==> src/shared/cit_pkg.sv <==
// shared constants and carrier types for the cascaded interval timer
package cit_pkg;

    // ========================================================================
    // register offsets (byte addresses, one aligned word each)
    // ========================================================================
    localparam int           ADDR_WIDTH     = 8;
    localparam logic [7:0]   OFS_CONTROL    = 8'h00; // interval_timer_control
    localparam logic [7:0]   OFS_STATUS     = 8'h04; // interval_timer_status
    localparam logic [7:0]   OFS_COUNTER    = 8'h08; // interval_counter
    localparam logic [7:0]   OFS_COMPARE    = 8'h0c; // interval_compare_value
    localparam logic [7:0]   OFS_MATCH_CNT  = 8'h10; // match_count_counter
    localparam logic [7:0]   OFS_MASTER_EN  = 8'h14; // master_enable_register

    // ========================================================================
    // field positions
    // ========================================================================
    localparam int           CTRL_IRQ_EN_BIT = 0;  // compare_irq_enable
    localparam int           CTRL_SEL_LSB    = 4;  // counter_clock_select lsb
    localparam int           CTRL_SEL_MSB    = 6;  // counter_clock_select msb
    localparam int           STAT_CMF_BIT    = 0;  // compare_match_flag
    localparam int           STAT_OVF1_BIT   = 1;  // interval_overflow_flag
    localparam int           STAT_OVF2_BIT   = 2;  // match_count_overflow_flag
    localparam int           MEN_ENABLE_BIT  = 0;  // master timer enable

    // ========================================================================
    // reset values
    // ========================================================================
    localparam logic [7:0]   CTRL_RESET      = 8'h00;
    localparam logic [7:0]   STAT_RESET      = 8'h00;
    localparam logic [15:0]  COUNTER_RESET   = 16'h0000;
    localparam logic [15:0]  COMPARE_RESET   = 16'hffff;
    localparam logic [31:0]  MATCH_CNT_RESET = 32'h0000_0000;
    localparam logic         MASTER_EN_RESET = 1'b0;

    // ========================================================================
    // clock-bus selection and byte-strobe patterns
    // ========================================================================
    localparam int           CLOCK_BUS_LINES = 6;    // lines 0..5
    localparam logic [3:0]   STRB_BYTE0      = 4'h1; // byte lane 0
    localparam logic [3:0]   STRB_WORD16     = 4'h3; // low 16-bit word
    localparam logic [3:0]   STRB_LONG       = 4'hf; // full longword

    // ========================================================================
    // carriers
    // ========================================================================
    typedef struct packed {
        logic [2:0] clk_sel;  // counter_clock_select
        logic       irq_en;   // compare_irq_enable
    } cit_ctrl_type;

    typedef struct packed {
        logic ovf2;  // match_count_overflow_flag
        logic ovf1;  // interval_overflow_flag
        logic cmf;   // compare_match_flag
    } cit_stat_type;

    typedef struct packed {
        logic                  sel;
        logic                  enable;
        logic                  write;
        logic [ADDR_WIDTH-1:0] addr;
        logic [31:0]           wdata;
        logic [3:0]            strb;
    } cit_apb_req_type;

endpackage

==> src/rtl/cit_timer.sv <==
// cascaded interval timer with apb register slave
`timescale 1ns/1ps
// ============================================================================
// ============================================================================
module cit_timer
    import cit_pkg::*;
#(
    parameter int TICK_LINES = CLOCK_BUS_LINES  // clock-bus lines present
) (
    input  wire logic                   CORE_CLK_IN,     // peripheral clock
    input  wire logic                   NRST_IN,         // async reset, low
    input  wire logic                   STANDBY_IN,      // standby entry
    input  wire logic [TICK_LINES-1:0]  CLK_BUS_IN,      // tick enables
    input  wire logic                   PSEL_IN,         // apb select
    input  wire logic                   PENABLE_IN,      // apb access phase
    input  wire logic                   PWRITE_IN,       // apb direction
    input  wire logic [ADDR_WIDTH-1:0]  PADDR_IN,        // apb byte address
    input  wire logic [31:0]            PWDATA_IN,       // apb write data
    input  wire logic [3:0]             PSTRB_IN,        // apb byte strobes
    output logic                        PREADY_OUT,      // apb ready
    output logic [31:0]                 PRDATA_OUT,      // apb read data
    output logic                        PSLVERR_OUT,     // apb error
    output logic                        COMPARE_IRQ_OUT  // compare request
);

    // ========================================================================
    // elaboration check
    // ========================================================================
    // the 3-bit select field can address at most six legal lines
    // codes at or above the count never tick
    // so a short bus acts like a barred code
    if (TICK_LINES < 1 || TICK_LINES > CLOCK_BUS_LINES) begin : g_bad_lines
        $error("TICK_LINES must lie between 1 and 6");
    end

    // ========================================================================
    // helper functions
    // ========================================================================
    // true when strobes match the required access width exactly
    // scattered or partial strobes fail here
    function automatic logic width_ok(input logic [3:0] strb,
                                      input logic [3:0] need);
        width_ok = (strb == need);
    endfunction

    // byte or 16-bit word access, both reach lane 0
    // used by control, status and enable
    function automatic logic narrow_ok(input logic [3:0] strb);
        narrow_ok = width_ok(strb, STRB_BYTE0) || width_ok(strb, STRB_WORD16);
    endfunction

    // ========================================================================
    // state
    // ========================================================================
    // seen marks flags read back as one;
    // a zero write clears only those, so
    // a flag raised after the read holds
    cit_ctrl_type     ctrl;          // control register fields
    cit_stat_type     stat;          // sticky status flags
    cit_stat_type     seen;          // flags read back as one
    logic [15:0]      counter;       // interval_counter
    logic [15:0]      compare;       // interval_compare_value
    logic [31:0]      match_cnt;     // match_count_counter
    logic             master_en;     // master timer enable

    // next values
    cit_ctrl_type     next_ctrl;
    cit_stat_type     next_stat;
    cit_stat_type     next_seen;
    logic [15:0]      next_counter;
    logic [15:0]      next_compare;
    logic [31:0]      next_match_cnt;
    logic             next_master_en;
    logic             next_ready;
    logic [31:0]      next_rdata;
    logic             next_slverr;
    logic             next_irq;

    // ========================================================================
    // apb decode
    // ========================================================================
    // whole request kept as one bundle
    cit_apb_req_type  req;           // bundled request
    wire logic        setup_phase;   // first cycle of a transfer
    wire logic        access_done;   // access edge with ready high
    wire logic        wr_done;       // write takes effect now
    wire logic        hit_ctrl;
    wire logic        hit_stat;
    wire logic        hit_cnt;
    wire logic        hit_cmp;
    wire logic        hit_mcnt;
    wire logic        hit_men;
    wire logic        mapped;        // any register hit
    wire logic        wr_legal;      // write width accepted
    wire logic        wr_ctrl;
    wire logic        wr_stat;
    wire logic        wr_cnt;
    wire logic        wr_cmp;
    wire logic        wr_mcnt;
    wire logic        wr_men;

    assign req = '{sel: PSEL_IN, enable: PENABLE_IN, write: PWRITE_IN,
                   addr: PADDR_IN, wdata: PWDATA_IN, strb: PSTRB_IN};

    // data and error settle in setup and
    // are registered: never a wait state;
    // writes land on the access edge only
    assign setup_phase = req.sel && !req.enable;
    assign access_done = req.sel && req.enable && PREADY_OUT;
    assign hit_ctrl    = (req.addr == OFS_CONTROL);
    assign hit_stat    = (req.addr == OFS_STATUS);
    assign hit_cnt     = (req.addr == OFS_COUNTER);
    assign hit_cmp     = (req.addr == OFS_COMPARE);
    assign hit_mcnt    = (req.addr == OFS_MATCH_CNT);
    assign hit_men     = (req.addr == OFS_MASTER_EN);
    assign mapped      = hit_ctrl || hit_stat || hit_cnt || hit_cmp
                         || hit_mcnt || hit_men;

    // width policy per register
    assign wr_legal = ((hit_ctrl || hit_stat || hit_men)
                          && narrow_ok(req.strb))
                      || ((hit_cnt || hit_cmp)
                          && width_ok(req.strb, STRB_WORD16))
                      || (hit_mcnt && width_ok(req.strb, STRB_LONG));

    // a refused transfer touches nothing,
    // so the error gates every write
    assign wr_done = access_done && req.write && !PSLVERR_OUT;
    assign wr_ctrl = wr_done && hit_ctrl;
    assign wr_stat = wr_done && hit_stat;
    assign wr_cnt  = wr_done && hit_cnt;
    assign wr_cmp  = wr_done && hit_cmp;
    assign wr_mcnt = wr_done && hit_mcnt;
    assign wr_men  = wr_done && hit_men;

    // ========================================================================
    // counting datapath
    // ========================================================================
    wire logic        sel_legal;     // select code names a present line
    wire logic        tick;          // selected clock-bus line pulses
    wire logic        count_inc;     // interval counter steps now
    wire logic        match;         // counter equals compare
    wire logic        cnt_wrap;      // interval counter overflows
    wire logic        mcnt_wrap;     // match counter overflows
    wire logic [15:0] cnt_plus;
    wire logic [31:0] mcnt_plus;
    wire logic [15:0] cnt_auto;      // counter value without a write

    // bus lines are one-cycle enables;
    // a line tied high runs at the core
    // rate: clear and step share an edge
    // prohibited codes select nothing, so the counter idles
    assign sel_legal = (32'(ctrl.clk_sel) < TICK_LINES);
    assign tick      = sel_legal && CLK_BUS_IN[ctrl.clk_sel];
    assign count_inc = master_en && tick;
    // no compare activity while frozen
    // a frozen equal value matches on resume
    assign match     = master_en && (counter == compare);
    // compare zero matches right after a
    // clear: software's mistake, unguarded
    assign cnt_plus  = counter + 16'h0001;
    assign mcnt_plus = match_cnt + 32'h0000_0001;
    // wrap only from all ones, never from a zero write or start
    assign cnt_wrap  = count_inc && !match
                       && (counter == 16'hffff);
    assign mcnt_wrap = match && (match_cnt == 32'hffff_ffff);

    // match clears, or gives one when a tick coincides
    assign cnt_auto = match     ? (count_inc ? 16'h0001 : 16'h0000)
                    : count_inc ? cnt_plus
                    : counter;

    // ========================================================================
    // register next values
    // ========================================================================
    always_comb begin
        // defaults hold every register
        next_ctrl      = ctrl;
        next_stat      = stat;
        next_seen      = seen;
        next_compare   = compare;
        next_master_en = master_en;

        // control, reserved bits dropped
        if (wr_ctrl) begin
            next_ctrl.irq_en  = req.wdata[CTRL_IRQ_EN_BIT];
            next_ctrl.clk_sel = req.wdata[CTRL_SEL_MSB:CTRL_SEL_LSB];
        end
        if (wr_cmp) begin
            next_compare = req.wdata[15:0];  // zero is software's fault
        end
        if (wr_men) begin
            next_master_en = req.wdata[MEN_ENABLE_BIT];
        end

        // remember flags returned as one by a status read
        if (setup_phase && !req.write && hit_stat) begin
            next_seen = seen | stat;
        end

        // clear by zero after a read of one; ones are ignored
        if (wr_stat) begin
            if (!req.wdata[STAT_CMF_BIT] && seen.cmf) begin
                next_stat.cmf = 1'b0;
                next_seen.cmf = 1'b0;
            end
            if (!req.wdata[STAT_OVF1_BIT] && seen.ovf1) begin
                next_stat.ovf1 = 1'b0;
                next_seen.ovf1 = 1'b0;
            end
            if (!req.wdata[STAT_OVF2_BIT] && seen.ovf2) begin
                next_stat.ovf2 = 1'b0;
                next_seen.ovf2 = 1'b0;
            end
        end

        // hardware sets win over a same-cycle clear
        // so an event met by a clear is kept
        // and must be read and cleared again
        if (match) begin
            next_stat.cmf = 1'b1;
        end
        if (cnt_wrap) begin
            next_stat.ovf1 = 1'b1;
        end
        if (mcnt_wrap) begin
            next_stat.ovf2 = 1'b1;
        end

        // standby entry re-initialises like power-on reset
        // it outranks writes and events alike
        if (STANDBY_IN) begin
            next_ctrl      = cit_ctrl_type'(4'h0);
            next_stat      = cit_stat_type'(STAT_RESET[2:0]);
            next_seen      = cit_stat_type'(STAT_RESET[2:0]);
            next_compare   = COMPARE_RESET;
            next_master_en = MASTER_EN_RESET;
        end
    end

    // counters: a write beats the automatic value
    // wrap flags use the automatic path,
    // so a write meeting a wrap still flags
    always_comb begin
        next_counter   = wr_cnt  ? req.wdata[15:0] : cnt_auto;
        next_match_cnt = wr_mcnt ? req.wdata
                       : match   ? mcnt_plus
                       : match_cnt;
        if (STANDBY_IN) begin
            next_counter   = COUNTER_RESET;
            next_match_cnt = MATCH_CNT_RESET;
        end
    end

    // ========================================================================
    // apb answer and interrupt next values
    // ========================================================================
    always_comb begin
        // answer one cycle after setup, zero wait states
        next_ready  = setup_phase;
        next_slverr = setup_phase && (!mapped
                      || (req.write && !wr_legal));
        next_rdata  = 32'h0000_0000;
        if (setup_phase && !req.write) begin
            // reserved bits stay zero in every view
            unique case (1'b1)
                hit_ctrl: begin
                    next_rdata[CTRL_IRQ_EN_BIT]            = ctrl.irq_en;
                    next_rdata[CTRL_SEL_MSB:CTRL_SEL_LSB]  = ctrl.clk_sel;
                end
                hit_stat: begin
                    next_rdata[STAT_OVF2_BIT:STAT_CMF_BIT] = stat;
                end
                hit_cnt: begin
                    next_rdata[15:0] = counter;
                end
                hit_cmp: begin
                    next_rdata[15:0] = compare;
                end
                hit_mcnt: begin
                    next_rdata = match_cnt;
                end
                hit_men: begin
                    next_rdata[MEN_ENABLE_BIT] = master_en;
                end
                default: begin
                    next_rdata = 32'h0000_0000;  // unmapped reads zero
                end
            endcase
        end
        // level request from the registered flag and enable
        // next values keep the request in step
        // with the flag, with no extra lag
        next_irq = next_stat.cmf && next_ctrl.irq_en;
    end

    // ========================================================================
    // registers
    // ========================================================================
    // three groups share one reset, kept
    // apart only to keep processes short
    // software-visible state
    always_ff @(posedge CORE_CLK_IN or negedge NRST_IN) begin
        if (!NRST_IN) begin
            ctrl      <= cit_ctrl_type'(4'h0);
            stat      <= cit_stat_type'(3'h0);
            seen      <= cit_stat_type'(3'h0);
            compare   <= COMPARE_RESET;
            master_en <= MASTER_EN_RESET;
        end else begin
            ctrl      <= next_ctrl;
            stat      <= next_stat;
            seen      <= next_seen;
            compare   <= next_compare;
            master_en <= next_master_en;
        end
    end

    // the two cascaded counters
    // both hold while the enable is clear
    always_ff @(posedge CORE_CLK_IN or negedge NRST_IN) begin
        if (!NRST_IN) begin
            counter   <= COUNTER_RESET;
            match_cnt <= MATCH_CNT_RESET;
        end else begin
            counter   <= next_counter;
            match_cnt <= next_match_cnt;
        end
    end

    // bus answer and interrupt outputs, all from flip-flops
    // bus answer low outside the access cycle, so a
    // late sampler sees zeros, not stale data
    always_ff @(posedge CORE_CLK_IN or negedge NRST_IN) begin
        if (!NRST_IN) begin
            PREADY_OUT      <= 1'b0;
            PRDATA_OUT      <= 32'h0000_0000;
            PSLVERR_OUT     <= 1'b0;
            COMPARE_IRQ_OUT <= 1'b0;
        end else begin
            PREADY_OUT      <= next_ready;
            PRDATA_OUT      <= next_rdata;
            PSLVERR_OUT     <= next_slverr;
            COMPARE_IRQ_OUT <= next_irq;
        end
    end

endmodule // cit_timer

==> config.mk <==
export PLATFORM = sky130hd
export DESIGN_NAME = cit_timer
export DESIGN_NICKNAME = d
export VERILOG_FILES = /design/src/shared/cit_pkg.sv /design/src/rtl/cit_timer.sv
export SDC_FILE = /design/constraint.sdc
export NUM_CORES = 1
export LEC_CHECK = 0
export BUFFER_PORTS_ARGS = -buffer_cell sky130_fd_sc_hd__buf_2
export CAP_MARGIN = 20
export CORE_UTILIZATION = 50
export DETAILED_ROUTE_END_ITERATION = 16
export PLACE_DENSITY_LB_ADDON = 0.15
export REMOVE_ABC_BUFFERS = 1
export SYNTH_ARGS = -nofsm -noshare
export SYNTH_HDL_FRONTEND = slang
export SYNTH_SLANG_ARGS = --single-unit
==> constraint.sdc <==
create_clock -name CORE_CLK_IN -period 2.2 [get_ports CORE_CLK_IN]
set_clock_uncertainty 0.2 [all_clocks]
set_input_delay 0.22 -clock CORE_CLK_IN [delete_from_list [all_inputs] [get_ports CORE_CLK_IN]]
set_output_delay 0.22 -clock CORE_CLK_IN [all_outputs]
set_load 0.02 [all_outputs]
==> results of run 1 <==
[metrics by stage]
stage	total power, mW	utilization (%)	hold slack [ns]
after global placement	2.27	63.1	0.0322
after global routing	4.08	73.4	0.0137
after floorplan	2.10	-	-0.276
after CTS	4.00	70.8	0.00360
final	3.97	73.4	0.0243
after detailed placement	2.27	63.1	0.0317
[registers in the layout, indices dropped and copies added, names as in the netlist]
register         count
PRDATA_OUT          32
match_cnt           32
compare             16
counter             16
ctrl                 4
seen                 3
stat                 3
COMPARE_IRQ_OUT      1
PREADY_OUT           1
PSLVERR_OUT          1
master_en            1
[kinds of logic (layout without fill, tap and decap cells)]
| logic type | Yosys count | in the layout |
|---|---|---|
| AOI/OAI and AO/OA | 127 | 127 |
| xor gates and xnor gates | 42 | 42 |
| adders and majority gates | 2 | 2 |
| buffers and inverters | 52 | 282 |
| DFF | 110 | 110 |
| muxes | 24 | 24 |
| and+or+nand+nor | 251 | 251 |
[synth_stat cells, types with 6 or more instances]
master	n
a222oi_1	6
mux2i_1	21
and2_1	9
or4_1	6
nand3_1	25
a22oi_1	14
nand4_1	29
and3_1	25
inv_1	12
or3_1	11
xor2_1	13
nand2_1	58
and4_1	7
dfstp_2	16
xnor2_1	29
dfrtp_1	94
clkbuf_1	30
a211oi_1	17
nor2_1	51
nor3_1	6
a22o_1	10
nand2b_1	6
o21ai_0	15
a311oi_1	15
a21oi_1	26
o31ai_1	8
[power by group]
part | switching, mW | internal [mW]
registers | 0.00129 | 2.02
clock network | 0.737 | 0.941
logic | 0.156 | 0.111
total | 0.894 | 3.08
[metal layers]
| metal | wire [um] | vias to the layer above | share of wire [%] | track usage, % |
|---|---|---|---|---|
| met4 | 535 | 0 | 2.8 | 11.5 |
| met2 | 8950 | 269 | 47 | 49.8 |
| met1 | 8060 | 2877 | 43 | 41.8 |
| met3 | 1340 | 43 | 7.1 | 5.52 |
| li1 | - | 2698 | - | - |
| met5 | 0 | - | 0 | 0 |
[worst max path at each step]
stage / endpoint / slack, ns / cells past startpoint
floorplan: match_cnt[13] / -1.27 / 5
global placement: match_cnt[13] / -0.25 / 7
detailed placement: match_cnt[19] / -0.29 / 7
CTS: match_cnt[31] / -0.18 / 8
global route: match_cnt[31] / -0.39 / 8
finish: match_cnt[31] / -0.27 / 8
[cell type report]
| class | count | share of cell area, % |
|---|---|---|
| inverter | 12 | 0.535 |
| tap | 143 | 2.13 |
| sequential | 110 | 33.0 |
| timing repair buffer | 254 | 22.4 |
| clock buffer | 12 | 3.05 |
| multi-input combinational | 446 | 38.4 |
| clock inverter | 4 | 0.535 |
[critical path: stages (launching register included)]
cell,delay [ns]
dfstp_2,0.56
xnor2_2,0.16
nand4_1,0.22
nor2_2,0.16
buf_6,0.15
nand4_1,0.14
buf_6,0.17
or3_1,0.35
a311oi_2,0.27
[repair_timing]
| item | in CTS | in global routing |
|---|---|---|
| resized for setup | 30 | 45 |
| pin swaps | 40 | 26 |
| gates cloned | 2 | 0 |
| endpoints found under the hold margin | 87 | 0 |
| endpoints found under the setup margin | 38 | 49 |
| hold buffers | 36 | 0 |
| buffers inserted | 9 | 10 |
==> flow_summary.json, run 1 <==
{
  "outcome": "finished with violations",
  "violations": "setup timing",
  "yosysSeqAreaShare_pct": 46.7,
  "wl_per_cell_um": 19.2,
  "hp-start": "PWDATA_IN[1]",
  "routed_via_density": 6.00,
  "ir_worst_vdd_mv": 0.624,
  "dp_slack_ns": -0.288,
  "synth_area_leaders": "dfrtp_1 40%, dfstp_2 7.1%, xnor2_1 4.3%",
  "yosysWarnings": 0,
  "vias": 5887,
  "grt_pass1_wl_um": 29700,
  "drt_iter0_drc": 485,
  "yosys.area_share.simple_pct": 23.2,
  "place_area_sq_um": 7230,
  "p_per_area_nw_per_um2": 472,
  "setup_viol": 36,
  "cp_max_fo": 8,
  "synth_top_cell_area_share_pct": 39.6,
  "cts.sinks": 110,
  "die_width_um": 111,
  "mostFrequentLayoutCells": "109 x buf_4, 93 x dfrtp_1, 89 x buf_2",
  "synthAdderAreaFrac_pct": 0.422,
  "core_area_sq_um": 11500,
  "finalHoldViolCount": 0,
  "row_count": 39,
  "antenna_found_initial": 0,
  "start_util_pct": 51.7,
  "synth_xor_area_share_pct": 6.20,
  "r2r_slack_ns": -0.27,
  "fin_cells": 981,
  "wl_um": 18900,
  "clk_pin_slew_ns": 0.07,
  "clkLatencyLatePin_ns": 0.36,
  "end_kind": "register",
  "power.leakage_nw": 3.77,
  "synth_top_family_by_area": "simple AND/OR/NAND/NOR gates",
  "cap_viol_max_count": 0,
  "cts_tree": "done",
  "layout_commonest_cell": "buf_4",
  "fillers": 798,
  "cts.path.max_buffers": 2,
  "ios": 91,
  "reg2reg_depth": 8,
  "final-max-slew-violation-count": 0,
  "overflow": 0,
  "die_area_sq_um": 12300,
  "dr.pass1.iters": 7,
  "worstSetupStartpoint": "compare[13]",
  "yosys-mux-area-fraction_pct": 4.11,
  "multiInputGateArea_sq_um": 3230,
  "diodes": 0,
  "startpoint_type": "register",
  "seq_area_sq_um": 2770,
  "min_path_type": "input pin to register",
  "syn-cell-area_sq_um": 5930,
  "synthToLayoutAreaGrowth_pct": 41.8,
  "h-tree-depth": 3,
  "cts_buffers": 9,
  "synth_edf_count": 0,
  "synth_ff_type": "dfrtp_1",
  "worstMarginPinSlew_ns": 0.696,
  "layout-drive-gt1-share_pct": 37.4,
  "slew_headroom_pct": 53.5,
  "grt_use_total_pct": 30.9,
  "cts-root-buf": "clkbuf_16",
  "fin_tns_setup_ns": -3.63,
  "cp_data_arrival_time_ns": 2.53,
  "timing.fmax_mhz": 404,
  "place.gp.congestion": 0.926,
  "synthCells": 608,
  "fin_crit_ns": 2.47,
  "grt_max_degree": 53,
  "drc": 0,
  "cp.required_ns": 2.26,
  "grt_pass1_vias": 5724,
  "nets": 891,
  "avgSynthCellArea_sq_um": 9.76,
  "synth-compound-area-share_pct": 15.3,
  "ys_ff_latch": 110,
  "synth_cell_types": 54,
  "port_buffers": 90,
  "holdPathStages": 3,
  "r2r-start": "compare[13]",
  "timing.final.ws_setup_ns": -0.275,
  "hold_end": "match_cnt[1]",
  "worstSetupPathType": "register to register",
  "dp_cells": 911,
  "min_period_over_period_pct": 112,
  "chipHeight_um": 111,
  "ys_async_sr_fraction_pct": 100,
  "rr_endpoint": "match_cnt[31]",
  "synth_top_area_cell": "dfrtp_1",
  "antenna_left": 0,
  "fin_area_sq_um": 8410,
  "rsz0062_at_grt": "yes",
  "place_hpwl_um": 12900
}
No activity file was read; power rests on OpenSTA's default activity.
==> inputs of run 2 (changes only) <==
- BUFFER_PORTS_ARGS: -buffer_cell sky130_fd_sc_hd__buf_2 -> default
- DONT_BUFFER_PORTS: default -> 1
==> run 2 against run 1 <==
Compared with the run above: non-clock buffer count decreased by 83; clock power decreased by 8%; clock-buffer cell count unchanged; critical endpoint is now match_cnt[19]; wire length shrank 0.61%; die area unchanged; flip-flop and latch count stayed put; the run ends with hold timing, setup timing left; critical path depth unchanged; via count shrank 4.7%.
==> flow_summary.json, run 2 (synthesis results as in run 1) <==
{
  "outcome": "finished with violations",
  "violations": "hold timing, setup timing",
  "cp_slowest_cell": "dfstp_2",
  "chipHeight_um": 111,
  "cp.required_ns": 2.26,
  "grt_pass1_vias": 5650,
  "cp_top_family": "simple AND/OR/NAND/NOR gates",
  "worstMarginPinSlew_ns": 0.468,
  "r2r_slack_ns": -0.24,
  "cap_viol_max_count": 0,
  "ir_worst_vdd_mv": 0.528,
  "min_path_type": "input pin to async pin",
  "grt_pass1_wl_um": 30000,
  "wl_per_cell_um": 20.9,
  "cts-root-buf": "clkbuf_16",
  "fin_crit_ns": 2.44,
  "drt_iter0_drc": 614,
  "grt_max_degree": 111,
  "place.gp.congestion": 0.937,
  "multiInputGateArea_sq_um": 3220,
  "startpoint_type": "register",
  "ios": 91,
  "end_kind": "register",
  "final-max-slew-violation-count": 0,
  "cpPeakStageDelay_ns": 0.56,
  "place_hpwl_um": 12400,
  "cts_tree": "done",
  "seq_area_sq_um": 2770,
  "mostFrequentLayoutCells": "111 x buf_4, 94 x dfrtp_1, 55 x nand2_1",
  "cts_buffers": 9,
  "timing.final.ws_setup_ns": -0.237,
  "crit_buf_inv": 2,
  "layout_commonest_cell": "buf_4",
  "wl_um": 18800,
  "timing.fmax_mhz": 410,
  "final_util_pct": 69.6,
  "worstSetupPathType": "register to register",
  "h-tree-depth": 3,
  "port_buffers": 0,
  "antenna_found_initial": 0,
  "fillers": 840,
  "p_per_area_nw_per_um2": 469,
  "cp_data_arrival_time_ns": 2.50,
  "die_area_sq_um": 12300,
  "die_width_um": 111,
  "cts.path.max_buffers": 2,
  "setup_viol": 51,
  "diodes": 0,
  "layout-drive-gt1-share_pct": 29.3,
  "fin_area_sq_um": 7980,
  "worst_path_most_repeated_cell": "buf_6",
  "row_count": 39,
  "clk_pin_slew_ns": 0.07,
  "ctsHoldBuffers": 43,
  "cts.sinks": 110,
  "overflow": 0,
  "drc": 0,
  "rsz0062_at_grt": "yes",
  "finalHoldViolCount": 110,
  "place_area_sq_um": 6840,
  "core_area_sq_um": 11500,
  "antenna_left": 0,
  "dr.pass1.iters": 5,
  "reg.largest.list": "PRDATA_OUT (32), match_cnt (32)",
  "slew_headroom_pct": 68.0,
  "power.leakage_nw": 3.36,
  "hold_slack_ns": -0.643,
  "synthToLayoutAreaGrowth_pct": 34.5,
  "min_period_over_period_pct": 111,
  "cp_cell_sequence": "xnor2_2, nand4_1, nor3_4, buf_6, nand3_4, buf_6, or4_4, a311oi_2",
  "vias": 5610,
  "nets": 808,
  "routed_via_density": 6.25,
  "cp_max_fo": 5,
  "clkLatencyLatePin_ns": 0.36,
  "grt_use_total_pct": 31.5,
  "start_util_pct": 51.7
}
## run 2: metrics by stage
stage,power (mW),cells,setup WS (ns),hold WS [ns],setup TNS (ns)
after floorplan,2.10,568,-1.27,-0.276,-62.55
after global placement,2.12,827,-0.204,-0.273,-4.47
after detailed placement,2.12,827,-0.353,-0.273,-6.79
after CTS,3.75,895,-0.190,-0.653,-3.62
after global routing,3.84,897,-0.335,-0.652,-10.43
final,3.74,897,-0.237,-0.643,-7.41
## run 2: worst paths after layout
check / end / start / cells after the start
max in group asynchronous: compare[8] / NRST_IN / 0
setup reg to reg: match_cnt[19] / compare[10] / 8
setup / recovery: match_cnt[19] / compare[10] / 8
hold reg to reg: seen[1] / seen[1] / 2
min in group CORE_CLK_IN: master_en / PADDR_IN[1] / 4
hold / removal: PRDATA_OUT[20] / NRST_IN / 0
## run 2: power by group
group	internal [mW]	leakage, nW	switching, mW
clock network	0.796	0.129	0.750
logic	0.0802	1.75	0.0880
registers	2.02	1.48	0.00279
## run 2: area by class of cell
class | count | area share [%]
tap | 143 | 2.24
clock inverter | 3 | 0.267
timing repair buffer | 171 | 18.7
multi-input combinational | 446 | 40.4
sequential | 110 | 34.8
inverter | 12 | 0.565
clock buffer | 12 | 3.09
## run 2: what timing repair did
item / in CTS / in global routing
buffers inserted: 9 / 3
hold endpoints to repair: 189 / 110
gates resized for setup: 28 / 39
gates cloned: 2 / 0
pin swaps: 38 / 15
endpoints found under the setup margin: 45 / 51
## run 2: metal layers
metal  track usage (%)  routed length, um
met5                 0                  0
met4              12.9                513
met3              5.52               1330
met2              51.2               8990
met1              41.8               7930
## run 2: worst register-to-register path, delay by kind of cell (launching register included)
kind	cells	cell delay, ns
XOR/XNOR	1	0.13
flip-flops	1	0.56
AND/OR/NAND/NOR	4	0.90
buffers and inverters	2	0.30
AO/OA/AOI/OAI	1	0.25
==> inputs of run 3 (changes only) <==
- SETUP_SLACK_MARGIN: default -> 0.02
==> run 3 against run 2 <==
Compared with the run above: the run still ends with hold timing, setup timing left; sequential share of layout area rose by 0.098 points; sequential power barely moved; first-iteration DRC count rose by 0.65%; maximum frequency fell by 1.3%; die area did not move.
==> flow_summary.json, run 3 (synthesis results as in run 1) <==
{
  "finalHoldViolCount": 110,
  "antenna_left": 0,
  "clk_pin_slew_ns": 0.07,
  "multiInputGateArea_sq_um": 3180,
  "routed_via_density": 6.21,
  "core_area_sq_um": 11500,
  "grt_max_degree": 111,
  "cp.required_ns": 2.25,
  "wl_per_cell_um": 21.0,
  "diodes": 0,
  "power.leakage_nw": 3.34,
  "ios": 91,
  "antenna_found_initial": 0,
  "drt_iter0_drc": 618,
  "drc": 0,
  "outcome": "finished with violations",
  "start_util_pct": 51.7,
  "die_area_sq_um": 12300,
  "row_count": 39,
  "chipHeight_um": 111,
  "slew_headroom_pct": 68.0,
  "cts.sinks": 110,
  "grt_pass1_wl_um": 30100,
  "port_buffers": 0,
  "worstSetupPathType": "register to register",
  "min_period_over_period_pct": 112,
  "min_path_type": "input pin to async pin",
  "mostFrequentLayoutCells": "113 x buf_4, 94 x dfrtp_1, 55 x nand2_1",
  "cts-root-buf": "clkbuf_16",
  "grt_pass1_vias": 5651,
  "place_hpwl_um": 12400,
  "h-tree-depth": 3,
  "reg.largest.list": "PRDATA_OUT (32), match_cnt (32)",
  "r2r-start": "compare[7]",
  "cts_tree": "done",
  "final_util_pct": 69.4,
  "wl_um": 18900,
  "vias": 5588,
  "place_area_sq_um": 6840,
  "cap_viol_max_count": 0,
  "synthToLayoutAreaGrowth_pct": 34.1,
  "reg2reg_depth": 8,
  "cts.path.max_buffers": 2,
  "fin_cells": 900,
  "rr_endpoint": "match_cnt[26]",
  "die_width_um": 111,
  "r2r_slack_ns": -0.27,
  "cts_buffers": 9,
  "timing.fmax_mhz": 405,
  "ir_worst_vdd_mv": 0.520,
  "seq_area_sq_um": 2770,
  "grt_use_total_pct": 31.6,
  "overflow": 0,
  "end_kind": "register",
  "final-max-slew-violation-count": 0,
  "p_per_area_nw_per_um2": 469,
  "cp_max_fo": 7,
  "fin_crit_ns": 2.47,
  "fin_tns_setup_ns": -6.32,
  "layout-drive-gt1-share_pct": 28.9,
  "layout_commonest_cell": "buf_4",
  "worstMarginPinSlew_ns": 0.468,
  "hold_slack_ns": -0.639,
  "dp_cells": 827,
  "nets": 811,
  "fillers": 847,
  "dp_slack_ns": -0.353,
  "cp_data_arrival_time_ns": 2.52,
  "startpoint_type": "register",
  "violations": "hold timing, setup timing",
  "ctsHoldBuffers": 43,
  "cpPeakStageDelay_ns": 0.56,
  "timing.final.ws_setup_ns": -0.268,
  "place.gp.congestion": 0.937,
  "dr.pass1.iters": 5,
  "fin_area_sq_um": 7960,
  "clkLatencyLatePin_ns": 0.35,
  "rsz0062_at_grt": "yes",
  "cp_slowest_cell": "dfstp_2",
  "setup_viol": 45,
  "cp_cell_sequence": "xnor2_2, nand3_1, nor3_2, buf_4, nand4_1, buf_6, or3_4, a311oi_2"
}
==> run 3: changes by cell type in the layout (fill, tap and decap cells not counted), moves of 2 or more <==
cell | previous run | this run
xnor2_2 | 10 | 8
or3_1 | 4 | 6
xnor2_1 | 19 | 21
buf_4 | 111 | 113
or3_4 | 7 | 5
==> run 3: final cells by class <==
class / instances / share of cell area (%)
clock buffer: 12 / 3.10
clock inverter: 3 / 0.267
inverter: 12 / 0.566
multi-input combinational: 447 / 40.0
sequential: 110 / 34.9
tap: 143 / 2.25
timing repair buffer: 173 / 19.0
==> run 3: critical path: cells and delay by family, from the launching register on <==
| kind | cells | cell delay [ns] |
|---|---|---|
| and+or+nand+nor | 4 | 0.85 |
| DFF | 1 | 0.56 |
| buffers and inverters | 2 | 0.37 |
| AOI/OAI and AO/OA | 1 | 0.26 |
| xor gates and xnor gates | 1 | 0.13 |
==> run 3: metal layers <==
metal | vias up | wire [um] | GRT usage (%)
met3 | 40 | 1450 | 5.52
li1 | 2543 | - | -
met2 | 276 | 9030 | 51.6
met5 | - | 0 | 0
met4 | 0 | 531 | 12.6
met1 | 2729 | 7920 | 41.9
==> run 3: worst max-delay path by stage <==
| stage | from | to | slack (ns) | cells after the start |
|---|---|---|---|---|
| 2_1_floorplan | PADDR_IN[0] | match_cnt[13] | -1.27 | 5 |
| 3_3_place_gp | compare[2] | match_cnt[5] | -0.20 | 7 |
| 3_5_place_dp | compare[2] | match_cnt[5] | -0.35 | 7 |
| 4_1_cts | compare[7] | match_cnt[19] | -0.19 | 8 |
| 5_1_grt | compare[7] | match_cnt[19] | -0.33 | 8 |
| 6_report | compare[7] | match_cnt[26] | -0.27 | 8 |
==> run 3: per-stage QoR <==
step	hold WS [ns]	power, mW
after global routing	-0.652	3.84
final	-0.639	3.73
after global placement	-0.273	2.12
after floorplan	-0.276	2.10
after CTS	-0.653	3.75
after detailed placement	-0.273	2.12
==> run 3: what timing repair did <==
action                                  4_1_cts  5_1_grt
pin swaps                                    40       12
resized for setup                            32       28
endpoints found under the hold margin       189      110
endpoints found under the setup margin       45       51
cloned                                        2        1
setup buffers                                 9        5
==> run 3: power by group <==
group | switching, mW | internal (mW) | total, mW
sequential | 0.00276 | 2.02 | 2.03
combinational | 0.0882 | 0.0802 | 0.168
clock | 0.740 | 0.795 | 1.54
total | 0.831 | 2.90 | 3.73
